$ cat src/cfs_pkg.sv
// Shared constants for the channel fault status block
package cfs_pkg;
    localparam int CFS_UNITS = 8;
    localparam int CFS_SLOTS = 16;
    localparam int CFS_ADDR_W = 8;
    localparam int CFS_LOG_W = 8;
    // Register byte offsets
    localparam logic [7:0] CFS_CTRL_OFF = 8'h00;
    localparam logic [7:0] CFS_STATUS_OFF = 8'h04;
    localparam logic [7:0] CFS_EVENT_OFF = 8'h08;
    localparam logic [7:0] CFS_LOG_OFF = 8'h0C;
    localparam logic [7:0] CFS_SLOT_BASE = 8'h10;
    localparam logic [7:0] CFS_SLOT_LAST = 8'h2C;
    localparam logic [7:0] CFS_ACCESS_OFF = 8'h30;
    // Control fields
    localparam int CFS_CTRL_IO_STOP = 0;
    localparam int CFS_CTRL_SUB_STOP = 1;
    localparam logic [1:0] CFS_CTRL_RST = 2'h0;
    // Status fields
    localparam int CFS_ST_HEALTHY = 0;
    localparam int CFS_ST_COMM = 1;
    localparam int CFS_ST_SWITCH = 2;
    localparam int CFS_ST_EST = 3;
    localparam int CFS_ST_ERR = 4;
    localparam int CFS_ST_ALM = 5;
    // Event fields
    localparam int CFS_EV_COMM = 0;
    localparam int CFS_EV_SWITCH = 1;
    // Log kinds, held in bits 9:8 of the log register
    localparam int CFS_LOG_KIND_LSB = 8;
    localparam logic [1:0] CFS_KIND_NONE = 2'h0;
    localparam logic [1:0] CFS_KIND_COMM = 2'h1;
    localparam logic [1:0] CFS_KIND_SWITCH = 2'h2;
    // Bus answers
    localparam logic [1:0] CFS_RESP_OKAY = 2'h0;
    localparam logic [1:0] CFS_RESP_SLVERR = 2'h2;
endpackage : cfs_pkg

$ cat src/cfs_unit_if.sv
// Per-unit link signals between the core and a unit status slice
`timescale 1ns/1ps
`default_nettype none
interface cfs_unit_if;
    logic established;
    logic [15:0] slot_fault;
    logic port_a_err;
    logic port_b_err;
    logic ready;
    logic [15:0] slots;
    logic ind_a;
    logic ind_b;
    logic ind_rdy;
    modport core (output established, slot_fault, port_a_err, port_b_err,
        ready, input slots, ind_a, ind_b, ind_rdy);
    modport unit (input established, slot_fault, port_a_err, port_b_err,
        ready, output slots, ind_a, ind_b, ind_rdy);
endinterface : cfs_unit_if
`default_nettype wire

$ cat src/cfs_unit_status.sv
// Slot bitmap and port indicators for one unit
`timescale 1ns/1ps
`default_nettype none
module cfs_unit_status
    import cfs_pkg::*;
(
    input wire logic clk,
    input wire logic arst_n,
    cfs_unit_if.unit u
);
    logic [15:0] slots;
    logic ind_a;
    logic ind_b;
    logic ind_rdy;
    logic [15:0] next_slots;
    logic next_ind_a;
    logic next_ind_b;
    logic next_ind_rdy;

    // Bitmap stays clear until the channel has been normal once
    always_comb begin
        next_slots = u.established ? u.slot_fault : 16'h0000;
        next_ind_a = u.port_a_err;
        next_ind_b = u.port_b_err;
        next_ind_rdy = u.ready;
    end

    always_ff @(posedge clk or negedge arst_n) begin
        if (!arst_n) begin
            slots <= 16'h0000;
            ind_a <= 1'b0;
            ind_b <= 1'b0;
            ind_rdy <= 1'b0;
        end else begin
            slots <= next_slots;
            ind_a <= next_ind_a;
            ind_b <= next_ind_b;
            ind_rdy <= next_ind_rdy;
        end
    end

    assign u.slots = slots;
    assign u.ind_a = ind_a;
    assign u.ind_b = ind_b;
    assign u.ind_rdy = ind_rdy;
endmodule // cfs_unit_status
`default_nettype wire

$ cat src/cfs_channel_fault_status.sv
// Channel fault status core with its AXI4-Lite register slave
`timescale 1ns/1ps
`default_nettype none
// How it works
// - Channel or link fault lights error or alarm
// - Both run: alarm only; any stop: error
// - Other module faults drive the same indicators
// - Ready and per-port fault indicators per unit
// - Loop switchover: alarm only, keep running
// - Comm faults and loop switchovers, once established, logged and notified
// - Comm fault blocks unreachable subunit access
// - Switchover keeps all subunits accessible
// - Healthy flag only while channel normal
// - Comm fault flag only after once normal
// - Switch flag only after once normal
// - Track established since power-on
// - Per-unit slot bitmaps of faulting link modules
module cfs_channel_fault_status
    import cfs_pkg::*;
(
    input wire logic clk,
    input wire logic arst_n,
    input wire logic [7:0] s_axi_awaddr,
    input wire logic s_axi_awvalid,
    output logic s_axi_awready,
    input wire logic [31:0] s_axi_wdata,
    input wire logic [3:0] s_axi_wstrb,
    input wire logic s_axi_wvalid,
    output logic s_axi_wready,
    output logic [1:0] s_axi_bresp,
    output logic s_axi_bvalid,
    input wire logic s_axi_bready,
    input wire logic [7:0] s_axi_araddr,
    input wire logic s_axi_arvalid,
    output logic s_axi_arready,
    output logic [31:0] s_axi_rdata,
    output logic [1:0] s_axi_rresp,
    output logic s_axi_rvalid,
    input wire logic s_axi_rready,
    input wire logic loop_topology,
    input wire logic chan_comm_lost,
    input wire logic chan_primary_break,
    input wire logic other_module_fault,
    input wire logic [127:0] link_slot_fault,
    input wire logic [7:0] link_port_a_err,
    input wire logic [7:0] link_port_b_err,
    input wire logic [7:0] link_ready,
    input wire logic [7:1] subunit_unreachable,
    output logic cpu_error_indicator,
    output logic cpu_alarm_indicator,
    output logic line_healthy_flag,
    output logic comm_fault_flag,
    output logic loop_switched_flag,
    output logic notify_comm_fault,
    output logic notify_switchover,
    output logic [7:1] subunit_access_enable,
    output wire logic [7:0] port_a_fault_indicator,
    output wire logic [7:0] port_b_fault_indicator,
    output wire logic [7:0] link_ready_indicator
);
    // Core state
    logic established;
    logic [1:0] ctrl;
    logic [1:0] events;
    logic [CFS_LOG_W-1:0] log_count;
    logic [1:0] log_kind;
    logic next_established;
    logic next_error;
    logic next_alarm;
    logic next_healthy;
    logic next_comm;
    logic next_switch;
    logic next_note_comm;
    logic next_note_switch;
    logic [7:1] next_access;
    logic [1:0] next_ctrl;
    logic [1:0] next_events;
    logic [CFS_LOG_W-1:0] next_log_count;
    logic [1:0] next_log_kind;
    // Bus state
    logic aw_held;
    logic w_held;
    logic [7:0] aw_addr;
    logic [31:0] w_data;
    logic [3:0] w_strb;
    logic next_aw_held;
    logic next_w_held;
    logic [7:0] next_aw_addr;
    logic [31:0] next_w_data;
    logic [3:0] next_w_strb;
    logic next_awready;
    logic next_wready;
    logic next_bvalid;
    logic [1:0] next_bresp;
    logic next_arready;
    logic next_rvalid;
    logic [31:0] next_rdata;
    logic [1:0] next_rresp;
    // Helpers
    logic chan_normal;
    logic chan_switched;
    logic fault_any;
    logic stop_cfg;
    logic slot_any;
    logic wr_fire;
    logic ctrl_wr;
    logic event_wr;
    logic [1:0] ev_rise;
    logic [7:0] slot_off;
    wire logic [15:0] unit_slots [CFS_UNITS];
    wire logic [CFS_UNITS-1:0] unit_slot_any;

    // One slice per unit keeps bitmaps and port lamps
    genvar gu;
    generate
        for (gu = 0; gu < CFS_UNITS; gu++) begin : g_unit
            cfs_unit_if uif ();
            assign uif.established = established;
            assign uif.slot_fault = link_slot_fault[gu*16 +: 16];
            assign uif.port_a_err = link_port_a_err[gu];
            assign uif.port_b_err = link_port_b_err[gu];
            assign uif.ready = link_ready[gu];
            assign unit_slots[gu] = uif.slots;
            assign unit_slot_any[gu] = |uif.slots;
            assign port_a_fault_indicator[gu] = uif.ind_a;
            assign port_b_fault_indicator[gu] = uif.ind_b;
            assign link_ready_indicator[gu] = uif.ind_rdy;
            cfs_unit_status u_slice (
                .clk(clk),
                .arst_n(arst_n),
                .u(uif.unit)
            );
        end
    endgenerate

    // Channel classification; a daisy chain has no second loop to use
    assign chan_switched = loop_topology & chan_primary_break
        & ~chan_comm_lost;
    assign chan_normal = ~chan_comm_lost & ~chan_primary_break;
    assign slot_any = |unit_slot_any;
    assign stop_cfg = ctrl[CFS_CTRL_IO_STOP] | ctrl[CFS_CTRL_SUB_STOP];
    assign wr_fire = aw_held & w_held & ~s_axi_bvalid;
    assign ctrl_wr = wr_fire & (aw_addr == CFS_CTRL_OFF) & w_strb[0];
    assign event_wr = wr_fire & (aw_addr == CFS_EVENT_OFF) & w_strb[0];
    // Bitmap window does not start at zero, so index from its base
    assign slot_off = s_axi_araddr - CFS_SLOT_BASE;

    // Flags, lamps, events and log
    always_comb begin
        next_established = established | chan_normal;
        next_healthy = chan_normal;
        next_comm = established & chan_comm_lost;
        next_switch = established & chan_switched;
        // A switchover alone is not a stop-class fault
        fault_any = next_comm | other_module_fault
            | (slot_any & ~chan_switched);
        next_error = fault_any & stop_cfg;
        next_alarm = (fault_any & ~stop_cfg) | next_switch;
        ev_rise[CFS_EV_COMM] = next_comm & ~comm_fault_flag;
        ev_rise[CFS_EV_SWITCH] = next_switch & ~loop_switched_flag;
        next_note_comm = ev_rise[CFS_EV_COMM];
        next_note_switch = ev_rise[CFS_EV_SWITCH];
        // Switchover leaves every subunit reachable
        next_access = ~({7{next_comm}} & subunit_unreachable);
        // Held copy, since the master may drop wdata once it is taken
        next_ctrl = ctrl_wr ? w_data[1:0] : ctrl;
        // Set wins over a clear in the same cycle
        next_events = events;
        if (event_wr) begin
            next_events = events & ~w_data[1:0];
        end
        next_events = next_events | ev_rise;
        next_log_count = log_count;
        next_log_kind = log_kind;
        if (|ev_rise) begin
            // Count saturates rather than wrapping to zero
            if (log_count != {CFS_LOG_W{1'b1}}) begin
                next_log_count = log_count + 8'h01;
            end
            next_log_kind = ev_rise[CFS_EV_COMM] ? CFS_KIND_COMM
                : CFS_KIND_SWITCH;
        end
    end

    always_ff @(posedge clk or negedge arst_n) begin
        if (!arst_n) begin
            established <= 1'b0;
            line_healthy_flag <= 1'b0;
            comm_fault_flag <= 1'b0;
            loop_switched_flag <= 1'b0;
            cpu_error_indicator <= 1'b0;
            cpu_alarm_indicator <= 1'b0;
            notify_comm_fault <= 1'b0;
            notify_switchover <= 1'b0;
            subunit_access_enable <= 7'h7F;
            ctrl <= CFS_CTRL_RST;
            events <= 2'h0;
            log_count <= 8'h00;
            log_kind <= CFS_KIND_NONE;
        end else begin
            established <= next_established;
            line_healthy_flag <= next_healthy;
            comm_fault_flag <= next_comm;
            loop_switched_flag <= next_switch;
            cpu_error_indicator <= next_error;
            cpu_alarm_indicator <= next_alarm;
            notify_comm_fault <= next_note_comm;
            notify_switchover <= next_note_switch;
            subunit_access_enable <= next_access;
            ctrl <= next_ctrl;
            events <= next_events;
            log_count <= next_log_count;
            log_kind <= next_log_kind;
        end
    end

    // Write channel: address and data taken in either order
    always_comb begin
        next_aw_held = aw_held;
        next_w_held = w_held;
        next_aw_addr = aw_addr;
        next_w_data = w_data;
        next_w_strb = w_strb;
        next_bvalid = s_axi_bvalid;
        next_bresp = s_axi_bresp;
        if (s_axi_awvalid & s_axi_awready) begin
            next_aw_held = 1'b1;
            next_aw_addr = s_axi_awaddr;
        end
        if (s_axi_wvalid & s_axi_wready) begin
            next_w_held = 1'b1;
            next_w_data = s_axi_wdata;
            next_w_strb = s_axi_wstrb;
        end
        if (wr_fire) begin
            next_aw_held = 1'b0;
            next_w_held = 1'b0;
            next_bvalid = 1'b1;
            // Read-only registers accept writes silently
            next_bresp = (aw_addr <= CFS_ACCESS_OFF && aw_addr[1:0] == 2'h0)
                ? CFS_RESP_OKAY : CFS_RESP_SLVERR;
        end else if (s_axi_bvalid & s_axi_bready) begin
            next_bvalid = 1'b0;
        end
        next_awready = ~next_aw_held & ~next_bvalid;
        next_wready = ~next_w_held & ~next_bvalid;
    end

    // Read channel: one read outstanding at a time
    always_comb begin
        next_arready = s_axi_arready;
        next_rvalid = s_axi_rvalid;
        next_rdata = s_axi_rdata;
        next_rresp = s_axi_rresp;
        if (s_axi_arvalid & s_axi_arready) begin
            next_arready = 1'b0;
            next_rvalid = 1'b1;
            next_rresp = CFS_RESP_OKAY;
            next_rdata = 32'h0000_0000;
            if (s_axi_araddr[1:0] != 2'h0) begin
                next_rresp = CFS_RESP_SLVERR;
            end else if (s_axi_araddr >= CFS_SLOT_BASE
                    && s_axi_araddr <= CFS_SLOT_LAST) begin
                next_rdata[15:0] = unit_slots[slot_off[4:2]];
            end else begin
                case (s_axi_araddr)
                    CFS_CTRL_OFF: next_rdata[1:0] = ctrl;
                    CFS_STATUS_OFF: next_rdata[5:0] = {cpu_alarm_indicator,
                        cpu_error_indicator, established, loop_switched_flag,
                        comm_fault_flag, line_healthy_flag};
                    CFS_EVENT_OFF: next_rdata[1:0] = events;
                    CFS_LOG_OFF: next_rdata[9:0] = {log_kind, log_count};
                    CFS_ACCESS_OFF: next_rdata[7:1] = subunit_access_enable;
                    default: next_rresp = CFS_RESP_SLVERR;
                endcase
            end
        end else if (s_axi_rvalid & s_axi_rready) begin
            next_rvalid = 1'b0;
            next_arready = 1'b1;
        end
        // Ready rises one edge after reset release
        if (!s_axi_arready && !s_axi_rvalid) begin
            next_arready = 1'b1;
        end
    end

    always_ff @(posedge clk or negedge arst_n) begin
        if (!arst_n) begin
            aw_held <= 1'b0;
            w_held <= 1'b0;
            aw_addr <= 8'h00;
            w_data <= 32'h0000_0000;
            w_strb <= 4'h0;
            s_axi_awready <= 1'b0;
            s_axi_wready <= 1'b0;
            s_axi_bvalid <= 1'b0;
            s_axi_bresp <= 2'h0;
            s_axi_arready <= 1'b0;
            s_axi_rvalid <= 1'b0;
            s_axi_rdata <= 32'h0000_0000;
            s_axi_rresp <= 2'h0;
        end else begin
            aw_held <= next_aw_held;
            w_held <= next_w_held;
            aw_addr <= next_aw_addr;
            w_data <= next_w_data;
            w_strb <= next_w_strb;
            s_axi_awready <= next_awready;
            s_axi_wready <= next_wready;
            s_axi_bvalid <= next_bvalid;
            s_axi_bresp <= next_bresp;
            s_axi_arready <= next_arready;
            s_axi_rvalid <= next_rvalid;
            s_axi_rdata <= next_rdata;
            s_axi_rresp <= next_rresp;
        end
    end
endmodule // cfs_channel_fault_status
`default_nettype wire

$ cat config.mk
export PLATFORM = sky130hd
export DESIGN_NAME = cfs_channel_fault_status
export DESIGN_NICKNAME = d
export VERILOG_FILES = /design/src/cfs_pkg.sv /design/src/cfs_unit_if.sv /design/src/cfs_unit_status.sv /design/src/cfs_channel_fault_status.sv
export SDC_FILE = /design/constraint.sdc
export NUM_CORES = 1
export LEC_CHECK = 0
export ABC_AREA = 0
export BUFFER_PORTS_ARGS = -buffer_cell sky130_fd_sc_hd__buf_2
export CAP_MARGIN = 10
export CORE_ASPECT_RATIO = 2
export CORE_MARGIN = 10
export CORE_UTILIZATION = 46
export DETAILED_ROUTE_END_ITERATION = 10
export PLACE_DENSITY = 0.75
export SYNTH_ARGS = -nofsm -noshare
export SYNTH_HDL_FRONTEND = slang
export SYNTH_HIERARCHICAL = 1
export SYNTH_SLANG_ARGS = --single-unit
$ cat constraint.sdc
create_clock -name clk -period 2.27 [get_ports clk]
set_input_delay 0.1135 -clock clk [delete_from_list [all_inputs] [get_ports clk]]
set_output_delay 0.1135 -clock clk [all_outputs]
set_load 0.005 [all_outputs]
==> flow_metrics.tcl, run 1 <==
set metrics [dict create \
    period_needed_ns 2.133 \
    cp-end-kind "flip-flop" \
    place_area_sq_um 10460 \
    hold_start "chan_comm_lost" \
    synth_area_leaders "dfrtp_1, mux4_2, and2_2" \
    via_per_inst 5.135 \
    hp-class "in -> reg" \
    power.total_mw 9.254 \
    cp_top_family "simple AND/OR/NAND/NOR gates" \
    cap_violations 0 \
    path_cells "or4b_2 -> nor3_1 -> nand3_1 -> o21ai_0 -> o21ai_0" \
    drive_gt1_share_pct 41.43 \
    post_cts_buffers 0 \
    io_pins 301 \
    grt_pass1_wl_um 44470 \
    r2r_slack_ns 0.14 \
    area_growth_pct 41.47 \
    cp_common_cell "o21ai_0" \
    clock-sinks 217 \
    max_slew_margin_pct 65.15 \
    synth_area_sq_um 9102 \
    drc 0 \
    drv_slew 0 \
    critPathKind "reg -> reg" \
    grt-ovfl-total 0 \
    postSynthCellCount 674 \
    die_x_um 119.5 \
    p_per_area_nw_per_um2 718.6 \
    ys_ff_latch 217 \
    worstSetupStartpoint "aw_addr[5]$_DFFE_PN0P_" \
    synth.most_common_cell "dfrtp_1" \
    outcome "completed" \
    yosys_warnings 6 \
    cp_slowest_stage_delay_ns 0.69 \
    nFillCells 1368 \
    clk_pin_slew_ns 0.07 \
    p_leak_nw 5.848 \
    cts_max_path_buffers 3 \
    worst_slew_pin_slew_ns 0.5228 \
    grt_pass1_vias 8064 \
    synthTopCellsByCount "dfrtp_1, and2_2, buf_4, nor4_1, nand2_1" \
    wl_per_cell_um 21.21 \
    timing.critical_path.required_ns 2.62 \
    coreArea_sq_um 19370 \
    crit_arrival_ns 2.48 \
    crit_fanout 3 \
    fmax_mhz 468.8 \
    place_congestion 0.8796 \
    first_pass_iters 4 \
    dpl.hpwl_um 19130 \
    setup_viol 0 \
    start_util_pct 47.00 \
    rr_worst_depth 5 \
    synth_area_per_cell_sq_um 13.51 \
    stdcell_area_sq_um 12880 \
    nets 1316 \
    reg2reg_to "events[1]$_DFF_PN0_" \
    synth-main-ff-cell "dfrtp_1" \
    num_vias 7030 \
    hold_viol_final 0 \
    routed_wl_um 29040 \
    fin_ws_ns 0.1367 \
    synthArstFlopShare_pct 100.0 \
    numCtsBuffers 19 \
    ctsRootBufferMaster "clkbuf_16" \
    path_depth 5 \
    synth_top_area_share_pct 57.73 \
    cts_tree "yes" \
    post-place-ws_ns -0.02314 \
    synth_top_area_cell "dfrtp_1" \
    seq_area_frac_synth_pct 59.75 \
    synth-edff-count 0 \
    drtIter0Drc 318 \
    yosys.cell_types.count 47 \
    cp-endpoint "events[1]$_DFF_PN0_" \
    drtAntennaViolNets 0 \
    htreeDepth 1 \
    insertion_delay_ns 0.48 \
    num_rows 72 \
    grt_use_total_pct 21.70 \
    grt_antenna_before_repair 7 \
    die_h_um 218.9 \
    path_buf_inv 0 \
    reg2reg_from "aw_addr[5]$_DFFE_PN0P_" \
    cp_slowest_cell "or4b_2" \
    portBuffers 249 \
    hold-worst-slack_ns 0.01895 \
    crit_path_start_kind "flip-flop" \
    irDropWorstVdd_v 0.0006161 \
    die_area_sq_um 26160 \
    skew_ns 0.009652 \
    grt_max_degree 81 \
    fin_tns_setup_ns 0 \
    fin_crit_sh_pct 93.98 \
]
==> cells by family after synthesis <==
family,after synthesis,share of synthesized area [%]
buffers and inverters,75,5.718
flip-flops,217,59.75
multiplexers,63,11.81
AO/OA/AOI/OAI,62,4.357
adder cells (fa/ha/maj),1,0.1374
AND/OR/NAND/NOR,248,17.51
XOR/XNOR,7,0.6736
other,1,0.04120
==> how the worst min path moves through the flow <==
stage | slack [ns] | cells past startpoint | endpoint
after floorplan | -0.18 | 0 | aw_addr[0]$_DFFE_PN0P_
after global placement | 0.06 | 1 | g_unit[1].u_slice/u.ind_a$_DFF_PN0_
after detailed placement | 0.07 | 1 | g_unit[1].u_slice/u.ind_a$_DFF_PN0_
after CTS | 0.006 | 3 | events[0]$_DFF_PN0_
after global routing | 0.04 | 3 | established$_DFF_PN0_
final | 0.02 | 3 | events[0]$_DFF_PN0_
==> registers in the layout, indices dropped and copies added (netlist names), 7 cells and up <==
name	cells
g_unit.u_slice/u.slots	128
s_axi_rdata	16
aw_addr	8
g_unit.u_slice/u.ind_a	8
g_unit.u_slice/u.ind_b	8
g_unit.u_slice/u.ind_rdy	8
log_count	8
subunit_access_enable	7
==> power breakdown <==
part	switching (mW)	leakage [nW]	internal (mW)	total [mW]
Clock	1.36	0.299	1.86	3.22
Sequential	0.306	2.56	4.26	4.57
Combinational	0.624	2.98	0.841	1.47
Total	2.29	5.85	6.96	9.25
==> stage by stage <==
| step | util, % | instances |
|---|---|---|
| final | 66.49 | 1369 |
| after global routing | 66.49 | 1369 |
| after CTS | 66.40 | 1362 |
| after detailed placement | 54.01 | 1153 |
| after global placement | 54.01 | 1153 |
| after floorplan | - | 691 |
==> routing by layer <==
layer / track usage, % / part of all wire, %
met1: 20.94 / 33
met2: 41.14 / 56
met3: 4.603 / 5.7
met4: 12.29 / 5.4
met5: 0 / 0
==> placed cells by master, fill, tap and decap left out, drive strengths merged, types with 11 or more instances in the layout <==
cell type and n:
dlygate4sd3 178, dfrtp 210, a21oi 11, nand2 35, conb 18, o21ai 22, mux4 34, nor2 13
mux2 15, mux2i 14, clkbuf 25, buf 269, nor4 38, and2 129
==> layout make-up <==
class	count	area, sq um	area share (%)
diodes	7	17.52	0.1360
repair buffers	447	3238	25.15
well taps	259	324.1	2.517
flip-flops and latches	217	5440	42.25
clock buffers	25	528.0	4.100
clock inverters	6	82.58	0.6413
multi-input cells	399	3213	24.95
inverters	9	33.78	0.2623
==> tightest hold or removal path: cells and delay by family <==
kind	cells	cell delay, ns
buffers and inverters	1	0.12
AOI/OAI and AO/OA	1	0.09
and+or+nand+nor	1	0.13
==> what timing repair did <==
item                                    4_1_cts  5_1_grt
gates resized for setup                       1        0
endpoints found under the setup margin        1        0
endpoints found under the hold margin       288        0
hold buffers                                178        0
No activity file was read; power rests on OpenSTA's default activity.
==> run 2, diff against run 1 <==
Settings changed: SETUP_SLACK_MARGIN from default to 0.15.
==> run 2 against run 1 <==
Cell area increased by 0.68%. Global-route usage increased by 0.35 points. Final cell count increased by 0.37%. Via count decreased by 0.23%. Sequential power about the same. Clock skew decreased by 0.0032 ns. Clock power increased by 6%. Die area unchanged. Register-to-register slack improved by 0.16 ns. Critical path type unchanged. Critical endpoint is now cpu_error_indicator$_DFF_PN0_. Highest routed layer unchanged.
==> flow_metrics.tcl, run 2 (synthesized netlist as in run 1, its figures left out) <==
set metrics [dict create \
    drtIter0Drc 417 \
    start_util_pct 47.00 \
    worst_slew_pin_slew_ns 0.6338 \
    place_congestion 0.8668 \
    cap_violations 0 \
    die_h_um 218.9 \
    first_pass_iters 4 \
    outcome "completed" \
    cts_tree "yes" \
    setup_viol 0 \
    power_frac_clock_pct 36.0 \
    grt_pass1_wl_um 45150 \
    drv_slew 0 \
    hp-class "in -> reg" \
    fmax_mhz 507.8 \
    drive_gt1_share_pct 41.75 \
    p_sw_share_pct 24.40 \
    skew_ns 0.006467 \
    reg_top3 "g_unit.u_slice/u.slots x128, s_axi_rdata x16" \
    fin_crit_sh_pct 86.75 \
    via_per_inst 5.105 \
    wl_per_cell_um 21.39 \
    cp-end-kind "flip-flop" \
    irDropWorstVdd_v 0.0006504 \
    crit_fanout 2 \
    rsz0062_at_grt "no" \
    ctsRootBufferMaster "clkbuf_16" \
    num_rows 72 \
    area_growth_pct 42.43 \
    critPathKind "reg -> reg" \
    rr_worst_depth 6 \
    fin_tns_setup_ns 0 \
    grt_pass1_vias 8142 \
    seqPwrFrac_pct 48.3 \
    place_area_sq_um 10470 \
    routed_wl_um 29390 \
    coreArea_sq_um 19370 \
    crit_path_start_kind "flip-flop" \
    min_path_cells 3 \
    numCtsBuffers 19 \
    nets 1320 \
    cts_max_path_buffers 3 \
    die_x_um 119.5 \
    nFillCells 1361 \
    grt_use_total_pct 22.05 \
    cellInternalPower_mw 7.151 \
    power_frac_comb_pct 15.6 \
    crit_arrival_ns 2.33 \
    stdcell_area_sq_um 12960 \
    p_sw_mw 2.307 \
    p_per_area_nw_per_um2 729.5 \
    largest_reg_flops 128 \
    power.total_mw 9.458 \
    num_vias 7014 \
    io_pins 301 \
    portBuffers 249 \
    drc 0 \
    drtAntennaViolNets 0 \
    hold_viol_final 0 \
    die_area_sq_um 26160 \
    grt_antenna_before_repair 6 \
    insertion_delay_ns 0.48 \
    registers.top_by_ff_count "g_unit.u_slice/u.slots" \
    post_cts_buffers 0 \
    timing.critical_path.required_ns 2.63 \
    grt_max_degree 84 \
    dpl.hpwl_um 19580 \
    clock-sinks 217 \
    period_needed_ns 1.969 \
    layout_commonest_cell "buf_2" \
    clk_pin_slew_ns 0.07 \
    grt-ovfl-total 0 \
    final_cell_mix "buf_2, dfrtp_1, dlygate4sd3_1, and2_2, nand2_1" \
    htreeDepth 1 \
    max_slew_margin_pct 57.75 \
    p_leak_nw 5.906 \
]
## run 2: routing by layer
metal | track usage [%] | vias up | routed length (um)
li1 | - | 3165 | -
met1 | 21.46 | 3454 | 9631
met2 | 41.34 | 302 | 16410
met3 | 5.014 | 93 | 1752
met4 | 12.49 | 0 | 1593
met5 | 0 | - | 0
## run 2: critical path: stages, from the launching register on
cell     delay [ns]
dfrtp_1        0.40
nor4_1         0.37
nand4_1        0.21
nor4_4         0.36
buf_4          0.17
a21oi_1        0.05
o32a_1         0.29
## run 2: power groups by stage
stage               Combinational [mW]  Sequential [mW]  Clock [mW]
finish                            1.48             4.57        3.41
global route                      1.62             4.62        3.65
CTS                               1.45             4.55        3.47
detailed placement                1.20             4.63           0
global placement                  1.16             4.61           0
floorplan                        0.721             4.54           0
## run 2: final timing paths
path / start / end / slack [ns]
setup / recovery: g_unit[3].u_slice/u.slots[10]$_DFF_PN0_ / cpu_error_indicator$_DFF_PN0_ / 0.30
hold / removal: loop_topology / loop_switched_flag$_DFF_PN0_ / 0.05
min in group asynchronous: arst_n / s_axi_wready$_DFF_PN0_ / 0.22
max in group asynchronous: arst_n / g_unit[4].u_slice/u.slots[3]$_DFF_PN0_ / 1.31
hold reg to reg: s_axi_rdata[14]$_DFFE_PN0P_ / s_axi_rdata[14]$_DFFE_PN0P_ / 0.48
setup reg to reg: g_unit[3].u_slice/u.slots[10]$_DFF_PN0_ / cpu_error_indicator$_DFF_PN0_ / 0.30
## run 2: per-stage QoR
| step | instances | setup slack, ns | utilization, % | hold WS [ns] |
|---|---|---|---|---|
| after detailed placement | 1156 | 0.09012 | 54.06 | 0.1436 |
| after global routing | 1374 | 0.1706 | 66.94 | 0.05567 |
| after global placement | 1156 | 0.1171 | 54.06 | 0.1318 |
| final | 1374 | 0.3009 | 66.94 | 0.04880 |
| after floorplan | 691 | 0.4199 | - | -0.1821 |
| after CTS | 1368 | 0.1884 | 66.75 | 0.02795 |
## run 2: timing repair
item	4_1_cts	5_1_grt
gates resized for setup	1	3
setup endpoints to repair	1	1
endpoints found under the hold margin	253	0
hold buffers	179	0
## run 2: layout make-up
type / count / area (sq um) / area share, %
multi-input combinational: 399 / 3234 / 24.95
timing repair buffer: 451 / 3258 / 25.13
clock inverter: 5 / 100.1 / 0.7721
inverter: 9 / 33.78 / 0.2606
sequential: 217 / 5440 / 41.96
antenna: 6 / 15.01 / 0.1158
clock buffer: 28 / 559.3 / 4.314
tap: 259 / 324.1 / 2.500
